[src/dih_consts.svh]
// Constants of the identity and configuration-memory health register group.
// Assumes a 16-bit register port driven by the serial protocol engine.
`ifndef DIH_CONSTS_SVH
`define DIH_CONSTS_SVH
// ****************************************
// Register offsets (selector twelve)
// ****************************************
`define DIH_OFS_ID_LOWER      16'h1002
`define DIH_OFS_ID_UPPER      16'h1003
`define DIH_OFS_WAFER_POS     16'h1004
`define DIH_OFS_HEALTH        16'h1005
// ****************************************
// Field positions
// ****************************************
`define DIH_WAFER_Y_LSB       8
`define DIH_WAFER_X_LSB       0
`define DIH_HB_RED_SB         15
`define DIH_HB_RED_DB         14
`define DIH_HB_YEL_SB         13
`define DIH_HB_YEL_DB         12
`define DIH_HB_GRN_SB         11
`define DIH_HB_GRN_DB         10
// ****************************************
// Reset values and timing
// ****************************************
`define DIH_HEALTH_RST        6'h00
`define DIH_CLK_OUT_EN_RST    1'b1
`define DIH_NVM_WORDS         4
`endif

[src/dih_pkg.sv]
// Types of the identity and health register group.
// Assumes dih_consts.svh supplies the numeric constants.
package dih_pkg;
  typedef enum logic [1:0] {
    DIH_ZONE_GREEN  = 2'h0,
    DIH_ZONE_YELLOW = 2'h1,
    DIH_ZONE_RED    = 2'h3
  } dih_zone_e;
  typedef enum logic [1:0] {
    DIH_LD_IDLE = 2'h0,
    DIH_LD_READ = 2'h1,
    DIH_LD_DONE = 2'h3
  } dih_load_e;
endpackage : dih_pkg

[src/dih_regs.sv]
// Identity and configuration-memory health register group.
// Assumes the serial protocol engine presents a one-cycle 16-bit read/write
// strobe port on clk and handles memory map selection upstream.
// What this block does
// - Upper identifier byte in bits 7:0; bits 15:8 read zero, read-only.
// - Die Y wafer position in bits 14:8; bit 15 reads zero.
// - Die X wafer position in bits 6:0; bit 7 reads zero.
// - Three memory zones: green trace, yellow identifier, red config; per-zone status.
// - Memory words carry code correcting single and detecting double errors.
// - Configuration memory has no user write path.
// - Health bit 15 set on corrected red-zone single error.
// - Health bit 14 set on uncorrectable red-zone error.
// - Health bit 13 set on corrected yellow-zone single error.
// - Health bit 12 set on uncorrectable yellow-zone error.
// - Health bit 11 set on corrected green-zone single error.
// - Health bit 10 set on uncorrectable green-zone error.
// - Health bits 9:0 reserved, read-only, no defined value.
// - Device can drive a 25 MHz clock onto its clock output pin.
// - Lower identifier register holds identifier bits 15:0.
// - Disabled clock output drives constant low.
`timescale 1ns/1ps
`include "dih_consts.svh"
module dih_regs #(
  // Factory image: word0 green, word1 yellow lower id, word2 yellow upper id,
  // word3 red; each word is 16 data bits plus 6 check bits. Arbitrary value.
  parameter logic [4*22-1:0] NVM_IMAGE   = {4{22'h000000}},
  parameter logic [9:0]      MFG_RESVD   = 10'h000
) (
  input  wire logic          clk,
  input  wire logic          sys_rst,
  input  wire logic          reg_rd,
  input  wire logic          reg_wr,
  input  wire logic [15:0]   reg_addr,
  input  wire logic [15:0]   reg_wdata,
  input  wire logic          clk_out_en,
  output logic      [15:0]   reg_rdata,
  output logic               reg_ack,
  output logic               reg_err,
  output logic               clock_output_pin,
  output logic               load_done
);
  // ****************************************
  // Hamming SEC-DED decode
  // ****************************************
  // Check bits 4:0 are Hamming over 16 data bits, bit 5 is overall parity.
  function automatic logic [4:0] dih_syn(input logic [15:0] d, input logic [4:0] c);
    logic [4:0] s;
    logic [4:0] pos;
    s = c;
    for (int i = 0; i < 16; i++) begin
      pos = dih_dpos(i);
      if (d[i]) s = s ^ pos;
    end
    return s;
  endfunction : dih_syn
  // Codeword position (1..21, non power of two) of data bit i
  function automatic logic [4:0] dih_dpos(input int i);
    logic [4:0] p;
    int         n;
    p = 5'h00;
    n = -1;
    for (int k = 1; k < 22; k++) begin
      if ((k & (k - 1)) != 0) begin
        n = n + 1;
        if (n == i) p = 5'(k);
      end
    end
    return p;
  endfunction : dih_dpos

  // ****************************************
  // Load sequencer
  // ****************************************
  dih_pkg::dih_load_e ld_state_ff, nxt_ld_state;
  logic [1:0]  ld_addr_ff, nxt_ld_addr;
  logic        ld_valid_ff;
  logic [1:0]  ld_word_ff;
  logic [21:0] rom_rdata;

  dih_nvm_rom #(
    .DEPTH (`DIH_NVM_WORDS),
    .IMAGE (NVM_IMAGE)
  ) u_rom (
    .clk   (clk),
    .addr  (ld_addr_ff),
    .rdata (rom_rdata)
  );

  // Read every word once after reset, then stop
  always_comb begin
    nxt_ld_state = ld_state_ff;
    nxt_ld_addr  = ld_addr_ff;
    case (ld_state_ff)
      dih_pkg::DIH_LD_IDLE: begin
        nxt_ld_state = dih_pkg::DIH_LD_READ;
      end
      dih_pkg::DIH_LD_READ: begin
        nxt_ld_addr = ld_addr_ff + 2'h1;
        if (ld_addr_ff == 2'(`DIH_NVM_WORDS - 1)) nxt_ld_state = dih_pkg::DIH_LD_DONE;
      end
      dih_pkg::DIH_LD_DONE: begin
        nxt_ld_state = dih_pkg::DIH_LD_DONE;
      end
      default: begin
        nxt_ld_state = dih_pkg::DIH_LD_IDLE;
      end
    endcase
  end

  always_ff @(posedge clk) begin
    if (sys_rst) begin
      ld_state_ff <= dih_pkg::DIH_LD_IDLE;
      ld_addr_ff  <= 2'h0;
      ld_valid_ff <= 1'b0;
      ld_word_ff  <= 2'h0;
    end else begin
      ld_state_ff <= nxt_ld_state;
      ld_addr_ff  <= nxt_ld_addr;
      ld_valid_ff <= (ld_state_ff == dih_pkg::DIH_LD_READ); // ROM data one cycle later
      ld_word_ff  <= ld_addr_ff;
    end
  end

  // ****************************************
  // Error classification of the word in flight
  // ****************************************
  wire logic [15:0] w_data   = rom_rdata[15:0];
  wire logic [4:0]  w_syn    = dih_syn(rom_rdata[15:0], rom_rdata[20:16]);
  wire logic        w_par    = ^rom_rdata;
  wire logic        w_single = (w_par == 1'b1);
  wire logic        w_double = (w_par == 1'b0) && (w_syn != 5'h00);
  logic [15:0]      w_fixed;
  // Flip the data bit the syndrome points at
  always_comb begin
    w_fixed = w_data;
    for (int i = 0; i < 16; i++) begin
      if (w_single && (w_syn == dih_dpos(i))) w_fixed[i] = ~w_data[i];
    end
  end
  // Zone of the word in flight
  wire dih_pkg::dih_zone_e w_zone =
    (ld_word_ff == 2'h0) ? dih_pkg::DIH_ZONE_GREEN :
    (ld_word_ff == 2'h3) ? dih_pkg::DIH_ZONE_RED : dih_pkg::DIH_ZONE_YELLOW;

  // ****************************************
  // Captured identity and health
  // ****************************************
  logic [15:0] id_lower_ff;
  logic [7:0]  id_upper_ff;
  logic [15:0] wafer_ff;
  logic [5:0]  health_ff;   // bits 15:10
  logic [5:0]  nxt_health;
  // Health bits only ever set during load; no read clears them
  always_comb begin
    nxt_health = health_ff;
    if (ld_valid_ff) begin
      case (w_zone)
        dih_pkg::DIH_ZONE_RED: begin
          nxt_health[5] = health_ff[5] | w_single;
          nxt_health[4] = health_ff[4] | w_double;
        end
        dih_pkg::DIH_ZONE_YELLOW: begin
          nxt_health[3] = health_ff[3] | w_single;
          nxt_health[2] = health_ff[2] | w_double;
        end
        dih_pkg::DIH_ZONE_GREEN: begin
          nxt_health[1] = health_ff[1] | w_single;
          nxt_health[0] = health_ff[0] | w_double;
        end
        default: begin
          nxt_health = health_ff;
        end
      endcase
    end
  end

  always_ff @(posedge clk) begin
    if (sys_rst) begin
      health_ff   <= `DIH_HEALTH_RST;
      id_lower_ff <= 16'h0000;
      id_upper_ff <= 8'h00;
      wafer_ff    <= 16'h0000;
    end else begin
      health_ff <= nxt_health;
      if (ld_valid_ff && ld_word_ff == 2'h0) wafer_ff    <= w_fixed;        // Green trace data
      if (ld_valid_ff && ld_word_ff == 2'h1) id_lower_ff <= w_fixed;
      if (ld_valid_ff && ld_word_ff == 2'h2) id_upper_ff <= w_fixed[7:0];
    end
  end

  // ****************************************
  // Register read port
  // ****************************************
  // Writes are accepted and ignored: the memory has no user write path
  wire logic hit_lower  = (reg_addr == `DIH_OFS_ID_LOWER);
  wire logic hit_upper  = (reg_addr == `DIH_OFS_ID_UPPER);
  wire logic hit_wafer  = (reg_addr == `DIH_OFS_WAFER_POS);
  wire logic hit_health = (reg_addr == `DIH_OFS_HEALTH);
  wire logic hit_any    = hit_lower | hit_upper | hit_wafer | hit_health;
  wire logic [15:0] rd_upper  = {8'h00, id_upper_ff};
  wire logic [15:0] rd_wafer  = {1'b0, wafer_ff[14:8], 1'b0, wafer_ff[6:0]};
  wire logic [15:0] rd_health = {health_ff, MFG_RESVD};
  wire logic [15:0] rd_mux    = hit_lower  ? id_lower_ff :
                                hit_upper  ? rd_upper :
                                hit_wafer  ? rd_wafer :
                                hit_health ? rd_health : 16'h0000;
  wire logic unused_wdata = ^reg_wdata;

  always_ff @(posedge clk) begin
    if (sys_rst) begin
      reg_rdata <= 16'h0000;
      reg_ack   <= 1'b0;
      reg_err   <= 1'b0;
      load_done <= 1'b0;
    end else begin
      reg_rdata <= reg_rd ? rd_mux : 16'h0000;
      reg_ack   <= reg_rd | reg_wr;
      reg_err   <= (reg_rd | reg_wr) & ~hit_any;
      load_done <= (ld_state_ff == dih_pkg::DIH_LD_DONE) & ~ld_valid_ff;
    end
  end

  // ****************************************
  // Clock output
  // ****************************************
  // clk is the 25 MHz-derived reference here; halving it keeps output glitch free
  logic clkdiv_ff;
  always_ff @(posedge clk) begin
    if (sys_rst) begin
      clkdiv_ff        <= 1'b0;
      clock_output_pin <= 1'b0;
    end else begin
      clkdiv_ff        <= ~clkdiv_ff;
      clock_output_pin <= clk_out_en ? ~clkdiv_ff : 1'b0;
    end
  end
endmodule : dih_regs

[src/dih_nvm_rom.sv]
// Read-only factory configuration memory with registered read data.
// Assumes contents are fixed at build time; no write port exists.
`timescale 1ns/1ps
module dih_nvm_rom #(
  parameter int                 DEPTH = 4,
  parameter logic [4*22-1:0]    IMAGE = {4{22'h000000}}
) (
  input  wire logic             clk,
  input  wire logic [1:0]       addr,
  output logic      [21:0]      rdata
);
  // Image layout and two-bit address serve exactly four words
  if (DEPTH != 4) begin : g_bad_depth
    $error("dih_nvm_rom supports DEPTH 4 only");
  end
  // Registered read; no write path by construction
  always_ff @(posedge clk) begin
    rdata <= IMAGE[addr*22 +: 22];
  end
endmodule : dih_nvm_rom

[config.mk]
export PLATFORM = sky130hd
export DESIGN_NAME = dih_regs
export DESIGN_NICKNAME = d
export VERILOG_FILES = /design/src/dih_pkg.sv /design/src/dih_regs.sv /design/src/dih_nvm_rom.sv
export VERILOG_INCLUDE_DIRS = /design/src
export SDC_FILE = /design/constraint.sdc
export NUM_CORES = 1
export LEC_CHECK = 0
export ABC_AREA = 1
export BUFFER_PORTS_ARGS = -buffer_cell sky130_fd_sc_hd__buf_2
export CORE_UTILIZATION = 31
export CTS_CLUSTER_SIZE = 14
export DETAILED_ROUTE_END_ITERATION = 8
export PLACE_DENSITY_LB_ADDON = 0.12
export SKIP_LAST_GASP = 1
export SYNTH_ARGS = -nofsm -noshare
export SYNTH_HDL_FRONTEND = slang
export SYNTH_SLANG_ARGS = --single-unit
[constraint.sdc]
create_clock -name clk -period 1.31 [get_ports clk]
set_clock_uncertainty 0.15 [all_clocks]
set_input_delay 0 -clock clk [delete_from_list [all_inputs] [get_ports clk]]
set_output_delay 0 -clock clk [all_outputs]
set_load 0.05 [all_outputs]
==> results.txt <==
- Total of flip-flops plus latches after synthesis: 10
* DRC violation total after the first TritonRoute iteration: 7
- Of the total power, the share spent switching nets is 0.342.
- In this run the horizontal extent of the chip is 41.6 um.
* Die footprint: 1730 um2
- Yosys warning total: 0
- Reg-to-reg critical path startpoint: clkdiv_ff$_SDFF_PP0_
- Worst R2R Setup Slack: 0.14 ns
* Most common cell after layout, fill and taps aside: sky130_fd_sc_hd__buf_2
- Type of destination of the critical path: flip-flop
- The internal portion of the total power is 0.000523 W.
- Cells after Synth: 63
* Fin Setup TNS: 0 ns
- Of the total power, the clock network draws 0.249.
- The critical path contains buffers and inverters numbering 3 combined.
- Reg2Reg Capture Point: clkdiv_ff$_SDFF_PP0_
* Final Hold Vio Count: 0
- The run finished with clean final reports.
- The die is 41.6 um tall.
* Via/cell ratio: 3.88
- Max-cap violations in this run came to 0.
- Detailed Routing Iterations Pass 1: 4
* Number of DRC violations after detailed routing: 0
* Logic depth of the worst register-to-register path: 2
- Clock Sinks: 10
- Derived from the worst setup path, the maximum achievable clock frequency is 797 MHz.
- Boundary pin count: 57
- Post-route clock period utilization: 0.958
- Placeable Area: 1380 um2
- Start point of the worst min-delay path: ld_valid_ff$_SDFF_PP0_
- Bufs on Longest Clock Path: 2
- For this run, the register share of the synthesized area comes to 0.412.
- The kind of cell with the highest combined delay along the critical path is buffers and inverters.
- Launch point of the worst path: clk_out_en
- Among the stages of the critical path, the cell type that occurs most often is sky130_fd_sc_hd__dlygate4sd3_1.
- Input/output buffers: 23
- In this run the power spent charging and discharging nets is 0.000271 W.
- Walking the worst path, the cells encountered are dlygate4sd3_1 -> buf_2 -> nand2_1 -> dlygate4sd3_1 -> nor2_1.
* Diode count: 0
- Once detail routing completed, the nets flagged for antenna violations numbered 0.
- Antenna violations before repair: 0
- Share of layout cells above drive strength 1: 0.255
* WL per Instance: 8.74 um
- Post-route standard cell area excluding fillers: 798 um2
* Area overhead of the layout relative to synthesis: 64.4%
* Worst-path clk slew: 0.06 ns
- The initial utilization of the core area, before any placement, comes to 0.351.
- In the post-route analysis, the smallest setup slack over all paths is 0.0550 ns.
* CTS tree: built
- Across the VDD grid, the largest voltage drop is 0.526 mV.
* Total grt overflow: 0
* Power share of the sequential group: 0.428
- Required time worst endpoint: 1.32 ns
- Clock latency on the worst-skew pair, taken at its later pin, is 0.26 ns.
- Pre-CTS setup slack: 0.311 ns
- Vias in the first global route: 439
* Cell depth of the worst min-delay path: 1
- Worst min-delay path endpoint: load_done$_SDFF_PP0_
- The placed instances occupy a cell area of 556 um2.
- A synthesized cell averages 7.71 um2.
* Most frequent cells in the layout: sky130_fd_sc_hd__buf_2 (23), sky130_fd_sc_hd__dlygate4sd3_1 (22), sky130_fd_sc_hd__nor2_1 (16), sky130_fd_sc_hd__conb_1 (16), sky130_fd_sc_hd__dfxtp_1 (10)
- The worst setup path is launched from a primary input.
- The final count of pins violating max slew was 0.
* Netlist cell types: 15
- Setup repair after global routing missed its margin: no
* Number of filler cells placed in the layout: 125
* P_leak: 0.416 nW
- Along the worst path, the maximum fanout reaches 1.
- Critical path type: primary input to flip-flop
- Delay of the slowest cell on the worst path: 0.54 ns
- Buffers added to address setup during post-CTS repair amount to 0.
- Entering global routing, the biggest net connects 6 pins.
- Global-route wire length before repair: 1.79 mm
- Final setup vio count: 0
- Post-synthesis instance area: 485 um2
- CTS built an H-tree with a depth of 1.
- Class of the tightest hold or removal check: flip-flop to flip-flop
* Final-layout worst hold slack: 0.241 ns
- In this run the core area contains 13 standard-cell rows.
* Final core occ: 0.577
- The congestion estimate from routability-driven global placement came to 0.657.
* Final worst path period need: 1.26 ns
- Total routed wirelength: 1.09 mm
* Power Dens Cells: 994 nW/um2
* GRT Util Overall: 0.137
- Data arrives at the worst endpoint at 1.26 ns.
* Layout Nets: 150
* Critical-path cell with the highest stage delay: sky130_fd_sc_hd__dlygate4sd3_1
- Combinational share of power: 0.322
* Num CTS Buffers: 3
- Detailed placement finished with a half-perimeter wire length of 609 um.
- Root Buffer: sky130_fd_sc_hd__clkbuf_4
- DR vias: 485
## per-layer routing
metal,share of wire,GRT usage,up-vias
met4,0.011,0.0516,0
met2,0.55,0.238,25
met3,0.075,0.0783,2
met1,0.36,0.134,203
met5,0,0,-
li1,-,-,255
## power groups by stage
| stage | sequential, W | clock (W) | combinational, W |
|---|---|---|---|
| after CTS | 0.000340 | 0.000212 | 0.000253 |
| after global routing | 0.000343 | 0.000227 | 0.000276 |
| final | 0.000340 | 0.000198 | 0.000256 |
| after detailed placement | 0.000347 | 0 | 0.000202 |
| after global placement | 0.000347 | 0 | 0.000201 |
| after floorplan | 0.000366 | 0 | 0.000177 |
## cell usage after synthesis, drive strengths merged
master,number,area (um2)
conb,1,3.75
nor2,16,60.1
dfxtp,10,200
ha,1,12.5
xor2,1,8.76
o21ai,1,5.00
a21oi,1,5.00
buf,16,120
inv,3,11.3
nor3b,1,7.51
nor3,1,5.00
nand3,2,10.0
nand2,9,36.3
## how the worst max path moves through the flow
stage / end / slack [ns] / cells after the start
after floorplan: ld_addr_ff[1]$_SDFFE_PP0P_ / 0.34 / 3
after global placement: ld_addr_ff[1]$_SDFFE_PP0P_ / 0.31 / 3
after detailed placement: ld_addr_ff[1]$_SDFFE_PP0P_ / 0.31 / 3
after CTS: clock_output_pin$_SDFF_PP0_ / 0.05 / 5
after global routing: clock_output_pin$_SDFF_PP0_ / 0.02 / 5
final: clock_output_pin$_SDFF_PP0_ / 0.05 / 5
## stage by stage
stage | instances | total power (W)
after CTS | 125 | 0.000804
after global placement | 100 | 0.000548
after floorplan | 78 | 0.000543
final | 125 | 0.000794
after global routing | 125 | 0.000847
after detailed placement | 100 | 0.000549
## flip-flops by register name, indices dropped and copies added (netlist names)
signal and count:
ld_valid_ff 1, load_done 1, ld_state_ff 2, clkdiv_ff 1, reg_err 1, ld_addr_ff 2
reg_ack 1, clock_output_pin 1
## kinds of logic after synthesis
family	Yosys count	share of synthesized area
other cells	1	0.00772
buf+inv	19	0.271
xor+xnor	1	0.0180
fa+ha+maj	1	0.0258
simple gates	29	0.245
flops	10	0.412
compound gates	2	0.0206
## area by class of cell
cell class                 count  area (um2)  share of cell area
tap                           15        18.8              0.0235
multi-input combinational     49         210               0.263
clock buffer                   3        22.5              0.0282
timing repair buffer          45         335               0.420
sequential                    10         200               0.251
inverter                       3        11.3              0.0141
## repair_timing
action | 4_1_cts | 5_1_grt
hold buffers | 22 | 0
resized for setup | 0 | 0
hold endpoints to repair | 10 | 0
Power figures use the tool's default switching activity.
